$ cat src/nvc_params.svh
// Purpose: Constants for the host-side controller of a byte-wide nonvolatile-shadow SRAM.
// Assumes: 125 MHz clock, 8 ns period; timings are those of the slowest speed grade.
// Notes:   Times are kept in ns, us or ms as named; cycle counts derive from them and round as marked.
`ifndef NVC_PARAMS_SVH
`define NVC_PARAMS_SVH

`define NVC_CLK_PERIOD_NS        8
`define NVC_ADDR_ACCESS_NS       45
`define NVC_CHIP_ACCESS_NS       45
`define NVC_OUT_ACCESS_NS        20
`define NVC_WRITE_PULSE_NS       30
`define NVC_DATA_SETUP_NS        15
`define NVC_FLOAT_NS             15
`define NVC_RECALL_US            550
`define NVC_COPY_MS              10
// Least times round up
`define NVC_CYC_UP(ns) (((ns) + `NVC_CLK_PERIOD_NS - 1) / `NVC_CLK_PERIOD_NS)
`define NVC_READ_CYC   `NVC_CYC_UP(`NVC_CHIP_ACCESS_NS)
`define NVC_WRITE_CYC  `NVC_CYC_UP(`NVC_WRITE_PULSE_NS)
`define NVC_SETUP_CYC  `NVC_CYC_UP(`NVC_DATA_SETUP_NS)
`define NVC_FLOAT_CYC  `NVC_CYC_UP(`NVC_FLOAT_NS)
`define NVC_RECALL_CYC ((`NVC_RECALL_US * 1000) / `NVC_CLK_PERIOD_NS)

`endif

$ cat src/nvc_pkg.sv
// Purpose: Types shared by the controller and its pin sequencer.
// Assumes: Constants come from nvc_params.svh.
// Notes:   States are one-hot.
package nvc_pkg;
	localparam int AW = 11;
	localparam int DW = 8;

	typedef enum logic [4:0] {
		NVC_IDLE   = 5'h01,
		NVC_RSETUP = 5'h02,
		NVC_RDWAIT = 5'h04,
		NVC_WDRIVE = 5'h08,
		NVC_WEND   = 5'h10
	} nvc_state_t;

	typedef struct packed {
		nvc_state_t      state;
		logic [15:0]     cnt;
		logic            wr;
		logic [AW-1:0]   addr;
		logic [DW-1:0]   wdata;
	} nvc_seq_t;
endpackage : nvc_pkg

$ cat src/nvc_req_if.sv
// Purpose: Request/answer bundle between the controller and its pin sequencer.
// Assumes: One clock; a request is taken when req and rdy are high together.
// Notes:   done pulses one cycle at the end of each access.
`timescale 1ns/10ps
`default_nettype none
interface nvc_req_if;
	logic                     req;
	logic                     wr;
	logic [nvc_pkg::AW-1:0]   addr;
	logic [nvc_pkg::DW-1:0]   wdata;
	logic                     rdy;
	logic                     done;
	logic [nvc_pkg::DW-1:0]   rdata;

	modport ctl (output req, output wr, output addr, output wdata,
		input rdy, input done, input rdata);
	modport seq (input req, input wr, input addr, input wdata,
		output rdy, output done, output rdata);
endinterface : nvc_req_if
`default_nettype wire

$ cat src/nvc_pin_seq.sv
// Purpose: Drives one read or write cycle on the asynchronous SRAM pins.
// Assumes: Data lines come in already synchronised by the caller.
// Notes:   Output-enable strobe is held high for the whole write.
`timescale 1ns/10ps
`include "nvc_params.svh"
`default_nettype none
module nvc_pin_seq (
	input  wire logic                   i_clk,
	input  wire logic                   i_rst_n,
	nvc_req_if.seq                      bus,
	input  wire logic [nvc_pkg::DW-1:0] i_dq_sync,
	output logic                        o_chip_on_n,
	output logic                        o_output_on_n,
	output logic                        o_data_load_n,
	output logic [nvc_pkg::AW-1:0]      o_addr,
	output logic [nvc_pkg::DW-1:0]      o_dq_out,
	output logic                        o_dq_oe
);
	import nvc_pkg::*;

	localparam logic [15:0] READ_CYC  = 16'(`NVC_READ_CYC + 3);
	localparam logic [15:0] WRITE_CYC = 16'(`NVC_WRITE_CYC);
	localparam logic [15:0] FLOAT_CYC = 16'(`NVC_FLOAT_CYC);

	nvc_seq_t s_r, s_nxt;
	logic     ce_n_r, oe_n_r, we_n_r, oe_r, done_r;
	logic     ce_n_nxt, oe_n_nxt, we_n_nxt, oe_nxt, done_nxt;
	logic [DW-1:0] rdata_r, rdata_nxt;

	// Sequencer: address first, then strobes, then data sampled or strobes released
	always_comb begin
		s_nxt     = s_r;
		ce_n_nxt  = 1'b1;
		oe_n_nxt  = 1'b1;
		we_n_nxt  = 1'b1;
		oe_nxt    = 1'b0;
		done_nxt  = 1'b0;
		rdata_nxt = rdata_r;
		case (s_r.state)
			NVC_IDLE: begin
				if (bus.req) begin
					s_nxt.addr  = bus.addr;
					s_nxt.wr    = bus.wr;
					s_nxt.wdata = bus.wdata;
					s_nxt.cnt   = 16'h0000;
					// Address settles one cycle before any strobe falls
					s_nxt.state = bus.wr ? NVC_WDRIVE : NVC_RSETUP;
				end
			end
			NVC_RSETUP: begin
				// Load strobe stays high, so this is a read
				ce_n_nxt    = 1'b0;
				oe_n_nxt    = 1'b0;
				s_nxt.state = NVC_RDWAIT;
			end
			NVC_RDWAIT: begin
				ce_n_nxt  = 1'b0;
				oe_n_nxt  = 1'b0;
				s_nxt.cnt = s_r.cnt + 16'h0001;
				// Wait the slower access delay plus three sync stages
				if (s_r.cnt >= READ_CYC) begin
					ce_n_nxt    = 1'b1;
					oe_n_nxt    = 1'b1;
					rdata_nxt   = i_dq_sync;
					done_nxt    = 1'b1;
					s_nxt.state = NVC_IDLE;
				end
			end
			NVC_WDRIVE: begin
				// Data driven from strobe start, so setup is met well before the end
				ce_n_nxt  = 1'b0;
				we_n_nxt  = 1'b0;
				oe_nxt    = 1'b1;
				s_nxt.cnt = s_r.cnt + 16'h0001;
				if (s_r.cnt + 16'h0001 >= WRITE_CYC) begin
					s_nxt.cnt   = 16'h0000;
					s_nxt.state = NVC_WEND;
				end
			end
			NVC_WEND: begin
				// Strobes are up; hold data and address a float time so nothing contends
				oe_nxt    = 1'b1;
				s_nxt.cnt = s_r.cnt + 16'h0001;
				if (s_r.cnt + 16'h0001 >= FLOAT_CYC) begin
					done_nxt    = 1'b1;
					s_nxt.state = NVC_IDLE;
				end
			end
			default: s_nxt.state = NVC_IDLE;
		endcase
		if (!i_rst_n) begin
			s_nxt = '{state: NVC_IDLE, cnt: 16'h0000, wr: 1'b0,
				addr: '0, wdata: '0};
			ce_n_nxt  = 1'b1;
			oe_n_nxt  = 1'b1;
			we_n_nxt  = 1'b1;
			oe_nxt    = 1'b0;
			done_nxt  = 1'b0;
			rdata_nxt = '0;
		end
	end

	// Registered pins
	always_ff @(posedge i_clk) begin
		s_r     <= s_nxt;
		ce_n_r  <= ce_n_nxt;
		oe_n_r  <= oe_n_nxt;
		we_n_r  <= we_n_nxt;
		oe_r    <= oe_nxt;
		done_r  <= done_nxt;
		rdata_r <= rdata_nxt;
	end

	assign o_chip_on_n   = ce_n_r;
	assign o_output_on_n = oe_n_r;
	assign o_data_load_n = we_n_r;
	assign o_addr        = s_r.addr;
	assign o_dq_out      = s_r.wdata;
	assign o_dq_oe       = oe_r;
	assign bus.rdy       = (s_r.state == NVC_IDLE);
	assign bus.done      = done_r;
	assign bus.rdata     = rdata_r;
endmodule : nvc_pin_seq
`default_nettype wire

$ cat src/nvc_host.sv
// Purpose: Host controller for a 2K x 8 nonvolatile-shadow SRAM over its async pins.
// Assumes: i_power_good is high while supply is above the trip level.
// Notes:   Accesses are refused until the power-up recall window has passed.
`timescale 1ns/10ps
`include "nvc_params.svh"
`default_nettype none
module nvc_host #(
	parameter int RECALL_CYC = `NVC_RECALL_CYC
) (
	input  wire logic                   i_clk,
	input  wire logic                   i_rst_n,
	input  wire logic                   i_power_good,
	input  wire logic                   i_req,
	input  wire logic                   i_wr,
	input  wire logic [nvc_pkg::AW-1:0] i_addr,
	input  wire logic [nvc_pkg::DW-1:0] i_wdata,
	output logic                        o_ready,
	output logic                        o_done,
	output logic [nvc_pkg::DW-1:0]      o_rdata,
	output logic                        o_chip_on_n,
	output logic                        o_output_on_n,
	output logic                        o_data_load_n,
	output logic [nvc_pkg::AW-1:0]      o_address_lines,
	input  wire logic [nvc_pkg::DW-1:0] i_data_io_lines,
	output logic [nvc_pkg::DW-1:0]      o_data_io_lines,
	output logic                        o_data_io_oe
);
	import nvc_pkg::*;

	typedef struct packed {
		logic [2:0]    pg_sync;
		logic          pg_on;
		logic [DW-1:0] dq_s1;
		logic [DW-1:0] dq_s2;
		logic [DW-1:0] dq_s3;
		logic [23:0]   rcnt;
		logic          avail;
		logic          ready;
	} nvc_top_t;

	nvc_top_t   t_r, t_nxt;
	nvc_req_if  rq ();
	logic       pg_ok;

	// Filtered supply level; a one-stage glitch never flips it
	assign pg_ok = t_r.pg_on;

	// Power gating and data-line synchronisers
	always_comb begin
		t_nxt         = t_r;
		t_nxt.pg_sync = {t_r.pg_sync[1:0], i_power_good};
		t_nxt.dq_s1   = i_data_io_lines;
		t_nxt.dq_s2   = t_r.dq_s1;
		t_nxt.dq_s3   = t_r.dq_s2;
		// A supply change counts only once the second and third stages agree
		if (t_r.pg_sync[1] == t_r.pg_sync[2]) begin
			t_nxt.pg_on = t_r.pg_sync[2];
		end
		if (!pg_ok) begin
			// Low supply: writes blocked and a fresh recall will follow
			t_nxt.rcnt  = 24'h000000;
			t_nxt.avail = 1'b0;
		end else if (!t_r.avail) begin
			// Wait the full recall time with strobes idle
			t_nxt.rcnt = t_r.rcnt + 24'h000001;
			if (t_r.rcnt >= 24'(RECALL_CYC)) begin
				t_nxt.avail = 1'b1;
			end
		end
		t_nxt.ready = t_nxt.avail & rq.rdy & ~(i_req & t_r.ready);
		if (!i_rst_n) begin
			t_nxt = '0;
		end
	end

	always_ff @(posedge i_clk) begin
		t_r <= t_nxt;
	end

	// Request taken only while the memory is usable
	assign rq.req   = i_req & t_r.ready & t_r.avail & pg_ok;
	assign rq.wr    = i_wr;
	assign rq.addr  = i_addr;
	assign rq.wdata = i_wdata;

	nvc_pin_seq u_seq (
		.i_clk         (i_clk),
		.i_rst_n       (i_rst_n),
		.bus           (rq.seq),
		.i_dq_sync     (t_r.dq_s3),
		.o_chip_on_n   (o_chip_on_n),
		.o_output_on_n (o_output_on_n),
		.o_data_load_n (o_data_load_n),
		.o_addr        (o_address_lines),
		.o_dq_out      (o_data_io_lines),
		.o_dq_oe       (o_data_io_oe)
	);

	assign o_ready = t_r.ready;
	assign o_done  = rq.done;
	assign o_rdata = rq.rdata;
endmodule : nvc_host
`default_nettype wire

$ cat config.mk
export PLATFORM = sky130hd
export DESIGN_NAME = nvc_host
export DESIGN_NICKNAME = d
export VERILOG_FILES = /design/src/nvc_pkg.sv /design/src/nvc_req_if.sv /design/src/nvc_pin_seq.sv /design/src/nvc_host.sv
export VERILOG_INCLUDE_DIRS = /design/src /design/src/src
export SDC_FILE = /design/constraint.sdc
export NUM_CORES = 1
export LEC_CHECK = 0
export BUFFER_PORTS_ARGS = -buffer_cell sky130_fd_sc_hd__buf_4
export CORE_MARGIN = 5
export CORE_UTILIZATION = 61
export CTS_CLUSTER_DIAMETER = 80
export DETAILED_ROUTE_END_ITERATION = 10
export PLACE_DENSITY = 0.81
export SETUP_SLACK_MARGIN = 0.5
export SLEW_MARGIN = 0
export SYNTH_ARGS = -nofsm -noshare
export SYNTH_HDL_FRONTEND = slang
export SYNTH_SLANG_ARGS = --single-unit
$ cat constraint.sdc
create_clock -name i_clk -period 4 [get_ports i_clk]
set_input_delay 0.4 -clock i_clk [delete_from_list [all_inputs] [get_ports i_clk]]
set_output_delay 0.4 -clock i_clk [all_outputs]
set_load 0.005 [all_outputs]
==> results of run 1 <==
sequential cells by signal, indices dropped and copies added (netlist names):
register,count
t_r,52
u_seq.s_r,21
u_seq.o_addr,11
u_seq.bus.rdata,8
u_seq.o_dq_out,8
o_ready,1
pg_ok,1
u_seq.bus.done,1
u_seq.o_chip_on_n,1
u_seq.o_data_load_n,1
u_seq.o_dq_oe,1
u_seq.o_output_on_n,1
area by class of cell:
| class | count | area, um^2 | area share [%] |
|---|---|---|---|
| Clock buffer | 9 | 124 | 2.37 |
| Clock inverter | 7 | 93.8 | 1.80 |
| Inverter | 8 | 30.0 | 0.575 |
| Multi-Input combinational cell | 356 | 2220 | 42.4 |
| Sequential cell | 107 | 2140 | 41.0 |
| Tap cell | 99 | 124 | 2.37 |
| Timing Repair Buffer | 66 | 495 | 9.48 |
placed cells by master, fill, tap and decap left out, drive strengths merged, types with 9 or more instances in the layout:
cell    netlist  layout
dfxtp       107     107
nand2        73      73
buf          29      66
nor2         61      61
a21oi        34      34
and2         29      29
xor2         26      26
nand3        16      16
nor4         12      12
mux2i        11      11
nor3         11      11
inv           7      11
xnor2        10      10
and3          9       9
clkbuf       13       9
o21ai         9       9
cells in the mapped netlist (2+ instances only):
| master | count |
|---|---|
| nor2_1 | 49 |
| nor2_2 | 11 |
| or3_1 | 6 |
| nor4_2 | 2 |
| nand3_1 | 15 |
| nand2_1 | 73 |
| buf_2 | 6 |
| nand2b_1 | 3 |
| o211ai_1 | 3 |
| nor4_1 | 8 |
| o21ai_2 | 2 |
| buf_4 | 19 |
| a41oi_1 | 2 |
| o21ai_0 | 7 |
| dfxtp_1 | 107 |
| clkbuf_1 | 12 |
| nor2b_1 | 2 |
| and2_1 | 28 |
| o32ai_1 | 2 |
| nor4_4 | 2 |
| a21oi_1 | 33 |
| mux2i_1 | 11 |
| inv_1 | 7 |
| xor2_1 | 26 |
| ha_1 | 6 |
| nor3_1 | 9 |
| and3_1 | 9 |
| buf_6 | 4 |
| nand4_1 | 4 |
| xnor2_1 | 10 |
| a211oi_1 | 4 |
layer usage:
metal / vias to the layer above / part of all wire (%)
met1: 1621 / 44
met2: 67 / 50
met3: 13 / 4.9
li1: 1776 / -
met4: 0 / 1.5
met5: - / 0
critical path: stages (launching register included):
cell and delay [ns]:
dfxtp_1 0.49, ha_1 0.33, and3_1 0.34, and4_2 0.32
nor3_1 0.07, a31oi_2 0.30, nor4_4 0.11, o21ai_2 0.61
nor2_2 0.08
worst max path at each step:
stage,endpoint,cells past startpoint,from
floorplan,u_seq.s_r[36]$_SDFFE_PN1P_,8,u_seq.s_r[20]$_SDFFE_PN0P_
global placement,u_seq.o_dq_out[1]$_SDFFE_PN0P_,7,u_seq.s_r[37]$_SDFFE_PN0P_
detailed placement,u_seq.s_r[31]$_SDFFE_PN0P_,8,u_seq.s_r[20]$_SDFFE_PN0P_
CTS,u_seq.s_r[30]$_SDFFE_PN0P_,8,u_seq.s_r[20]$_SDFFE_PN0P_
global route,u_seq.o_dq_out[7]$_SDFFE_PN0P_,7,u_seq.s_r[36]$_SDFFE_PN1P_
finish,u_seq.s_r[30]$_SDFFE_PN0P_,8,u_seq.s_r[20]$_SDFFE_PN0P_
stage by stage:
stage	setup WS, ns	hold slack [ns]	util, %	power [uW]
global route	0.934	0.175	71.3	1870
CTS	1.22	0.174	71.3	1820
detailed placement	1.23	0.419	68.3	1150
finish	1.21	0.187	71.3	1800
global placement	1.36	0.414	68.3	1150
floorplan	1.69	0.412	-	1120
power by group:
| group | switching, uW | leakage (uW) | internal [uW] | total (uW) |
|---|---|---|---|---|
| clock | 417 | 0.000108 | 259 | 676 |
| sequential | 2.24 | 0.000866 | 1080 | 1080 |
| combinational | 19.5 | 0.000952 | 25.6 | 45.0 |
| total | 439 | 0.00193 | 1360 | 1800 |
cell families (layout without fill, tap and decap cells):
kind of cell,count (synthesis),in the layout
muxes,11,11
buffers and inverters,50,90
xor gates and xnor gates,36,36
adders and majority gates,6,6
AOI/OAI and AO/OA,67,67
DFF,107,107
and+or+nand+nor,236,236
==> impl_metrics.json, run 1 <==
{
  "synth-main-ff-cell": "dfxtp_1",
  "rsz0062_at_grt": "no",
  "synthMuxAreaShare_pct": 2.36,
  "met1_usage_pct": 22.7,
  "post_cts_resize_count": 0,
  "slew_viol_final": 0,
  "cap_violations": 0,
  "vias": 3477,
  "ant_nets": 0,
  "synth_edf_count": 0,
  "hpwl_um": 6360,
  "synth.area.top_cells": "dfxtp_1 (46%), nand2_1 (5.9%), xor2_1 (4.9%)",
  "initial_core_util_pct": 63.6,
  "netlist.area_leader.share_pct": 46.0,
  "synth_area_mm2": 0.00466,
  "slew_headroom_pct": 47.1,
  "p_leak_uw": 0.00193,
  "reg2reg_slack_ns": 1.21,
  "timing.final.crit_share_pct": 69.8,
  "synth.ff_latch_count": 107,
  "period_minus_slack_ns": 2.79,
  "core_area_mm2": 0.00733,
  "grtUsageTotal_pct": 19.2,
  "worstReg2RegEnd": "u_seq.s_r[30]$_SDFFE_PN0P_",
  "cts_root_buf": "clkbuf_8",
  "setup_tns_ns": 0,
  "synth-compound-area-share_pct": 9.67,
  "clock_sinks": 107,
  "grt_pass1_wl_um": 15400,
  "num_rows": 31,
  "antenna_found_initial": 0,
  "die_h_um": 97.4,
  "cp-end-kind": "flip-flop",
  "vdd_drop_max_mv": 0.275,
  "async_reset_ff_share_pct": 0,
  "final_cell_area_mm2": 0.00523,
  "worst_pin_slew_ns": 0.791,
  "whs_path_depth": 2,
  "diodes": 0,
  "synth.avg_cell_area_um2": 9.08,
  "reg2reg_depth": 8,
  "drive_gt1_share_pct": 21.0,
  "grt_max_degree": 39,
  "areaGrowthSynthToFinish_pct": 12.2,
  "routed_wl_um": 8890,
  "gp_routability_congestion": 0.893,
  "setup_viol": 0,
  "die_w_um": 97.4,
  "grt-busiest-layer": "met2",
  "cts_made_buffers": 9,
  "hold_start": "i_wr",
  "grt_util_met2_pct": 33.5,
  "fin_skew_ns": 0.0127,
  "port_buffers": 64,
  "fin_cells": 652,
  "clk_pin_slew_worst_paths_ns": 0.11,
  "insertion_delay_ns": 0.37,
  "power_density_mw_per_mm2": 344,
  "drtIter0Drc": 119,
  "cts_tree": "built",
  "yosys.area.top_type": "dfxtp_1",
  "drt-pass1-iter-count": 5,
  "ys_seq_area_share_pct": 46.0,
  "fmaxAchievable_ghz": 0.358,
  "vias_per_cell": 5.33,
  "synth_fa_ha_area_share_pct": 1.61,
  "postCtsSetupBuffers": 0,
  "met3_usage_pct": 5.81,
  "synth_top_family_by_area": "simple AND/OR/NAND/NOR gates",
  "yosys.area_share.simple_pct": 27.0,
  "syn-instance-count": 513,
  "ios": 65,
  "outcome": "finished, final reports clean",
  "ys_warn_count": 0,
  "nFillCells": 579,
  "dp.cells": 636,
  "cp.arrival_ns": 3.03,
  "start_kind": "flip-flop",
  "drt-wirelength-per-cell_um": 13.6,
  "grt_pass1_vias": 3451,
  "hold_end": "u_seq.s_r[37]$_SDFFE_PN0P_",
  "synth_xor_xnor_area_share_pct": 6.77,
  "critical_path_class": "reg -> reg",
  "die_area_mm2": 0.00949,
  "h-tree-depth": 3,
  "cts-hold-fix-buffers": 0,
  "syn_nets": 551,
  "clk_path_buf_depth": 2,
  "path_max_fanout": 11,
  "final_hold_viol_count": 0,
  "place_area_mm2": 0.00501,
  "layout.nets": 586,
  "timing.critical_path.required_ns": 4.23,
  "synth_cell_types": 62,
  "gr-total-overflow": 0,
  "r2r_start": "u_seq.s_r[20]$_SDFFE_PN0P_",
  "drc_errors": 0,
  "worstHoldPathType": "in -> reg"
}
Note: power is estimated with default switching activity, not from simulation.
==> run 2, diff against run 1 <==
--- a/config.mk
+++ b/config.mk
@@ -6,12 +6,13 @@
 export SDC_FILE = /design/constraint.sdc
 export NUM_CORES = 1
 export LEC_CHECK = 0
+export ABC_AREA = 1
 export BUFFER_PORTS_ARGS = -buffer_cell sky130_fd_sc_hd__buf_4
 export CORE_MARGIN = 5
-export CORE_UTILIZATION = 61
+export CORE_UTILIZATION = 57
 export CTS_CLUSTER_DIAMETER = 80
 export DETAILED_ROUTE_END_ITERATION = 10
-export PLACE_DENSITY = 0.81
+export PLACE_DENSITY = 0.76
 export SETUP_SLACK_MARGIN = 0.5
 export SLEW_MARGIN = 0
 export SYNTH_ARGS = -nofsm -noshare
==> constraint.sdc (replaced) <==
create_clock -name i_clk -period 2.8 [get_ports i_clk]
set_input_delay 0.28 -clock i_clk [delete_from_list [all_inputs] [get_ports i_clk]]
set_output_delay 0.28 -clock i_clk [all_outputs]
set_load 0.005 [all_outputs]
==> impl_metrics.json, run 2 <==
{
  "cp-end-kind": "flip-flop",
  "p_sw_share_pct": 24.9,
  "drive_gt1_share_pct": 19.4,
  "final_hold_viol_count": 0,
  "clk_path_buf_depth": 2,
  "ios": 65,
  "diodes": 0,
  "fin_ws_ns": 0.796,
  "areaGrowthSynthToFinish_pct": 13.1,
  "critical_path_class": "reg -> reg",
  "synth.most_common_cell": "nand2_1",
  "grtUsageTotal_pct": 19.4,
  "crit_family": "simple AND/OR/NAND/NOR gates",
  "initial_core_util_pct": 58.4,
  "hpwl_um": 7030,
  "largest_register_ffs": 52,
  "num_rows": 33,
  "die_w_um": 102,
  "yosys.area.top_type": "dfxtp_1",
  "timing.critical_path.from": "u_seq.s_r[38]$_SDFFE_PN0P_",
  "final-seq-area_mm2": 0.00214,
  "grt_pass1_vias": 3770,
  "crit_cells": 7,
  "setup_viol": 0,
  "synth.ff_latch_count": 107,
  "drt-pass1-iter-count": 5,
  "p_leak_uw": 0.00239,
  "max_stage_delay_ns": 0.40,
  "timing.critical_path.required_ns": 3.10,
  "final_cell_mix": "nand2_1 (130), dfxtp_1 (106), nor2_1 (88)",
  "cap_violations": 0,
  "postCtsSetupBuffers": 0,
  "cp.arrival_ns": 2.31,
  "die_h_um": 102,
  "rsz0062_at_grt": "no",
  "vias": 4008,
  "synth_cell_types": 36,
  "die_area_mm2": 0.0103,
  "outcome": "finished, final reports clean",
  "comb_power_share_pct": 2.7,
  "syn_nets": 685,
  "critPathMostFrequentCell": "nand2_1",
  "syn-instance-count": 647,
  "vdd_drop_max_mv": 0.401,
  "synth.avg_cell_area_um2": 7.41,
  "path_cells": "nor2_1 -> nand4_1 -> inv_2 -> nand2_1 -> clkinvlp_4 -> nand2_1 -> a21oi_1",
  "layout.nets": 725,
  "drc_errors": 0,
  "seqPwrFrac_pct": 59.5,
  "fin_cells": 797,
  "final_common_cell": "nand2_1",
  "clock_sinks": 107,
  "gr-total-overflow": 0,
  "slew_headroom_pct": 53.2,
  "timing.final.crit_share_pct": 71.6,
  "grt_max_degree": 60,
  "path_max_fanout": 22,
  "ant_nets": 0,
  "insertion_delay_ns": 0.38,
  "period_minus_slack_ns": 2.00,
  "synth.area.top_cells": "dfxtp_1 (45%), nand2_1 (10%), nor2_1 (6.9%)",
  "synth-main-ff-cell": "dfxtp_1",
  "antenna_found_initial": 0,
  "worst_pin_slew_ns": 0.702,
  "setup_tns_ns": 0,
  "drtIter0Drc": 169,
  "dp_slack_ns": 0.670,
  "ys_warn_count": 0,
  "vias_per_cell": 5.03,
  "p_clk_share_pct": 37.8,
  "synth_edf_count": 0,
  "internal-power_uw": 1940,
  "grt_pass1_wl_um": 16300,
  "holdWs_ns": 0.0665,
  "drt-wirelength-per-cell_um": 12.1,
  "netSwitchingPower_uw": 645,
  "cts-hold-fix-buffers": 0,
  "cts_made_buffers": 9,
  "cp-endpoint": "u_seq.s_r[39]$_SDFFE_PN0P_",
  "r2r_start": "u_seq.s_r[38]$_SDFFE_PN0P_",
  "core_area_mm2": 0.00822,
  "multi_input_area_mm2": 0.00210,
  "worstReg2RegEnd": "u_seq.s_r[39]$_SDFFE_PN0P_",
  "slew_viol_final": 0,
  "port_buffers": 64,
  "fin_skew_ns": 0.0146,
  "routed_wl_um": 9610,
  "cp_num_buf_inv": 2,
  "regMostFlops": "t_r",
  "cp_slowest_cell": "nand2_1",
  "start_kind": "flip-flop",
  "h-tree-depth": 3,
  "nFillCells": 720,
  "dp.cells": 780,
  "cts_tree": "built",
  "synth_commonest_cells": "nand2_1 (131), dfxtp_1 (107), nor2_1 (88), inv_1 (78), o21ai_0 (41)",
  "power_density_mw_per_mm2": 477,
  "ys_seq_area_share_pct": 44.7,
  "cts_root_buf": "clkbuf_8",
  "post_cts_resize_count": 0,
  "synth_area_mm2": 0.00479,
  "netlist.area_leader.share_pct": 44.7,
  "worstHoldPathType": "in -> reg",
  "gp_routability_congestion": 0.873,
  "reg2reg_depth": 7,
  "clk_pin_slew_worst_paths_ns": 0.12,
  "fmaxAchievable_ghz": 0.499,
  "async_reset_ff_share_pct": 0,
  "reg2reg_slack_ns": 0.80
}
run 2: logic make-up (layout without fill, tap and decap cells):
group                    after synthesis  after routing  share of synthesized area, %
AO/OA/AOI/OAI                         90             90                          10.2
XOR/XNOR                               8              8                          1.46
adder cells (fa/ha/maj)                6              6                          1.57
buffers and inverters                124            169                          11.5
flip-flops                           107            107                          44.7
AND/OR/NAND/NOR                      312            312                          30.6
run 2: cell type report:
class                           instances  area share (%)
Clock buffer                            9            2.28
Clock inverter                          7            1.73
Inverter                               87            6.16
Multi-Input combinational cell        416            38.8
Sequential cell                       107            39.5
Tap cell                              105            2.42
Timing Repair Buffer                   65            9.00
Timing Repair inverter                  1           0.138
run 2: routing by layer:
layer  track usage (%)  vias up  wire length [um]
li1                  -     2097                 -
met1              23.4     1820              4150
met2              34.5       75              4890
met3              4.96       16               437
met4              5.21        0               143
met5                 0        -                 0
run 2: per-stage QoR:
step	power (uW)	utilization, %	instance area [um^2]
4_1_cts	2620	65.8	5410
6_report	2590	66.0	5420
3_3_place_gp	1640	63.1	5190
5_1_grt	2700	66.0	5420
2_1_floorplan	1610	-	4790
3_5_place_dp	1650	63.1	5190
run 2: how the worst min path moves through the flow:
stage,from,endpoint,slack (ns),cells past startpoint
after floorplan,i_data_io_lines[0],t_r[42]$_SDFF_PN0_,0.38,2
after global placement,t_r[46]$_SDFF_PN0_,t_r[38]$_SDFF_PN0_,0.39,2
after detailed placement,t_r[44]$_SDFF_PN0_,t_r[36]$_SDFF_PN0_,0.39,2
after CTS,i_data_io_lines[6],t_r[48]$_SDFF_PN0_,0.05,3
after global routing,i_data_io_lines[6],t_r[48]$_SDFF_PN0_,0.03,3
final,i_data_io_lines[6],t_r[48]$_SDFF_PN0_,0.07,3
run 2: tightest hold or removal path: stages:
cell and delay [ns]:
buf_4 0.07, nand2_1 0.04, inv_1 0.04
run 2: power groups by stage:
stage | logic (uW) | clock network (uW) | registers (uW)
floorplan | 32.1 | 0 | 1570
global placement | 69.8 | 0 | 1570
detailed placement | 71.7 | 0 | 1580
CTS | 71.9 | 1010 | 1540
global route | 80.5 | 1080 | 1540
finish | 70.9 | 978 | 1540
==> run 3, diff against run 2 <==
--- a/config.mk
+++ b/config.mk
@@ -6,7 +6,7 @@
 export SDC_FILE = /design/constraint.sdc
 export NUM_CORES = 1
 export LEC_CHECK = 0
-export ABC_AREA = 1
+export ABC_AREA = 0
 export BUFFER_PORTS_ARGS = -buffer_cell sky130_fd_sc_hd__buf_4
 export CORE_MARGIN = 5
 export CORE_UTILIZATION = 57
==> constraint.sdc (replaced) <==
create_clock -name i_clk -period 1.98 [get_ports i_clk]
set_input_delay 0.198 -clock i_clk [delete_from_list [all_inputs] [get_ports i_clk]]
set_output_delay 0.198 -clock i_clk [all_outputs]
set_load 0.005 [all_outputs]
==> impl_metrics.json, run 3 (synthesis results as in run 1) <==
{
  "outcome": "finished with violations",
  "violations": "negative setup slack",
  "cp-endpoint": "u_seq.s_r[36]$_SDFFE_PN1P_",
  "reg2reg_slack_ns": -0.24,
  "critPathMostFrequentCell": "buf_4",
  "clk_pin_slew_worst_paths_ns": 0.12,
  "num_rows": 33,
  "crit_cells": 10,
  "p_sw_share_pct": 25.3,
  "clock_sinks": 107,
  "vias": 3992,
  "clk_path_buf_depth": 2,
  "routed_wl_um": 11500,
  "regMostFlops": "t_r",
  "grt_pass1_vias": 4027,
  "crit_family": "compound AO/OA/AOI/OAI gates",
  "areaGrowthSynthToFinish_pct": 39.3,
  "die_h_um": 100,
  "gr-total-overflow": 0,
  "cp.arrival_ns": 2.49,
  "r2r_start": "u_seq.s_r[21]$_SDFFE_PN0P_",
  "drive_gt1_share_pct": 43.8,
  "cts_made_buffers": 9,
  "rsz0062_at_grt": "yes",
  "comb_power_share_pct": 2.8,
  "final_cell_mix": "buf_4 (146), dfxtp_1 (82), nand2_1 (65)",
  "internal-power_uw": 2740,
  "die_area_mm2": 0.0101,
  "diodes": 0,
  "worst_pin_slew_ns": 0.511,
  "port_buffers": 64,
  "die_w_um": 100,
  "vdd_drop_max_mv": 0.518,
  "p_leak_uw": 0.00254,
  "cp_slowest_cell": "dfxtp_4",
  "timing.critical_path.from": "u_seq.s_r[21]$_SDFFE_PN0P_",
  "netSwitchingPower_uw": 927,
  "timing.critical_path.required_ns": 2.25,
  "drc_errors": 0,
  "period_minus_slack_ns": 2.22,
  "cap_violations": 0,
  "h-tree-depth": 3,
  "multi_input_area_mm2": 0.00262,
  "final_hold_viol_count": 0,
  "whs_path_depth": 2,
  "fin_ws_ns": -0.241,
  "reg2reg_depth": 10,
  "seqPwrFrac_pct": 59.1,
  "fmaxAchievable_ghz": 0.450,
  "initial_core_util_pct": 57.6,
  "worstReg2RegEnd": "u_seq.s_r[36]$_SDFFE_PN1P_",
  "hpwl_um": 7380,
  "cts_root_buf": "clkbuf_8",
  "fin_skew_ns": 0.0123,
  "drtIter0Drc": 191,
  "slew_headroom_pct": 65.0,
  "drt-pass1-iter-count": 4,
  "cp_num_buf_inv": 2,
  "gp_routability_congestion": 0.861,
  "layout.nets": 679,
  "path_max_fanout": 5,
  "holdWs_ns": 0.0174,
  "cts_tree": "built",
  "critical_path_class": "reg -> reg",
  "slew_viol_final": 0,
  "core_area_mm2": 0.00809,
  "grt_max_degree": 39,
  "grtUsageTotal_pct": 22.2,
  "start_kind": "flip-flop",
  "p_total_uw": 3660,
  "max_stage_delay_ns": 0.39,
  "ant_nets": 0,
  "timing.final.crit_share_pct": 112,
  "setup_viol": 22,
  "p_clk_share_pct": 38.1,
  "cp-end-kind": "flip-flop",
  "nFillCells": 504,
  "vias_per_cell": 5.32,
  "worstHoldPathType": "in -> reg",
  "path_cells": "ha_4 -> and3_4 -> buf_4 -> mux2i_1 -> o22ai_2 -> o2111ai_2 -> buf_4 -> nor3_4 -> o21ai_2 -> a311o_1",
  "grt_pass1_wl_um": 18200,
  "ios": 65,
  "antenna_found_initial": 0,
  "final-seq-area_mm2": 0.00220,
  "largest_register_ffs": 52,
  "final_common_cell": "buf_4",
  "drt-wirelength-per-cell_um": 15.4,
  "power_density_mw_per_mm2": 564,
  "insertion_delay_ns": 0.38
}
## run 3: worst min path at each step
stage	endpoint	startpoint	slack, ns
3_5_place_dp	u_seq.s_r[37]$_SDFFE_PN0P_	i_wr	0.38
5_1_grt	t_r[45]$_SDFF_PN0_	i_data_io_lines[3]	0.004
2_1_floorplan	u_seq.s_r[37]$_SDFFE_PN0P_	i_wr	0.27
6_report	t_r[45]$_SDFF_PN0_	i_data_io_lines[3]	0.02
3_3_place_gp	u_seq.s_r[37]$_SDFFE_PN0P_	i_wr	0.38
4_1_cts	t_r[45]$_SDFF_PN0_	i_data_io_lines[3]	0.01
## run 3: worst register-to-register path: stages, from the launching register on
cell and delay, ns:
dfxtp_4 0.39, ha_4 0.18, and3_4 0.21, buf_4 0.14
mux2i_1 0.13, o22ai_2 0.13, o2111ai_2 0.20, buf_4 0.20
nor3_4 0.14, o21ai_2 0.07, a311o_1 0.35
## run 3: power by group through the flow
stage / combinational, uW / sequential (uW) / clock (uW)
after CTS: 103 / 2170 / 1400
after global placement: 97.8 / 2220 / 0
final: 102 / 2160 / 1400
after detailed placement: 100 / 2230 / 0
after global routing: 113 / 2170 / 1500
after floorplan: 41.3 / 2220 / 0
## run 3: layout make-up
cell class / count / share of cell area (%)
tap: 105 / 2.02
inverter: 8 / 0.501
multi-input combinational: 356 / 40.4
clock buffer: 9 / 1.91
timing repair buffer: 159 / 19.9
clock inverter: 7 / 1.41
sequential: 107 / 33.9
## run 3: metrics by stage
step / setup TNS (ns) / worst slack, ns / utilization (%) / instances / cell area, um^2
2_1_floorplan: -0.114 / -0.114 / - / 513 / 4860
3_3_place_gp: -5.24 / -0.193 / 70.5 / 702 / 5700
3_5_place_dp: -7.87 / -0.337 / 70.5 / 702 / 5700
4_1_cts: -2.12 / -0.189 / 77.5 / 740 / 6270
5_1_grt: -6.66 / -0.376 / 80.2 / 751 / 6490
6_report: -3.88 / -0.241 / 80.2 / 751 / 6490
## run 3: timing repair
item | CTS | global route
hold buffers | 1 | 0
resized for setup | 50 | 29
hold endpoints to repair | 1 | 0
gates cloned | 1 | 0
buffers inserted | 20 | 11
pin swaps | 16 | 16
setup endpoints to repair | 62 | 62
## run 3: layer usage
metal	up-vias	GRT usage (%)	wire, um
met2	101	38.1	5860
met1	1896	27.6	4880
met3	21	4.10	568
met5	-	0	0
met4	0	8.91	222
li1	1974	-	-
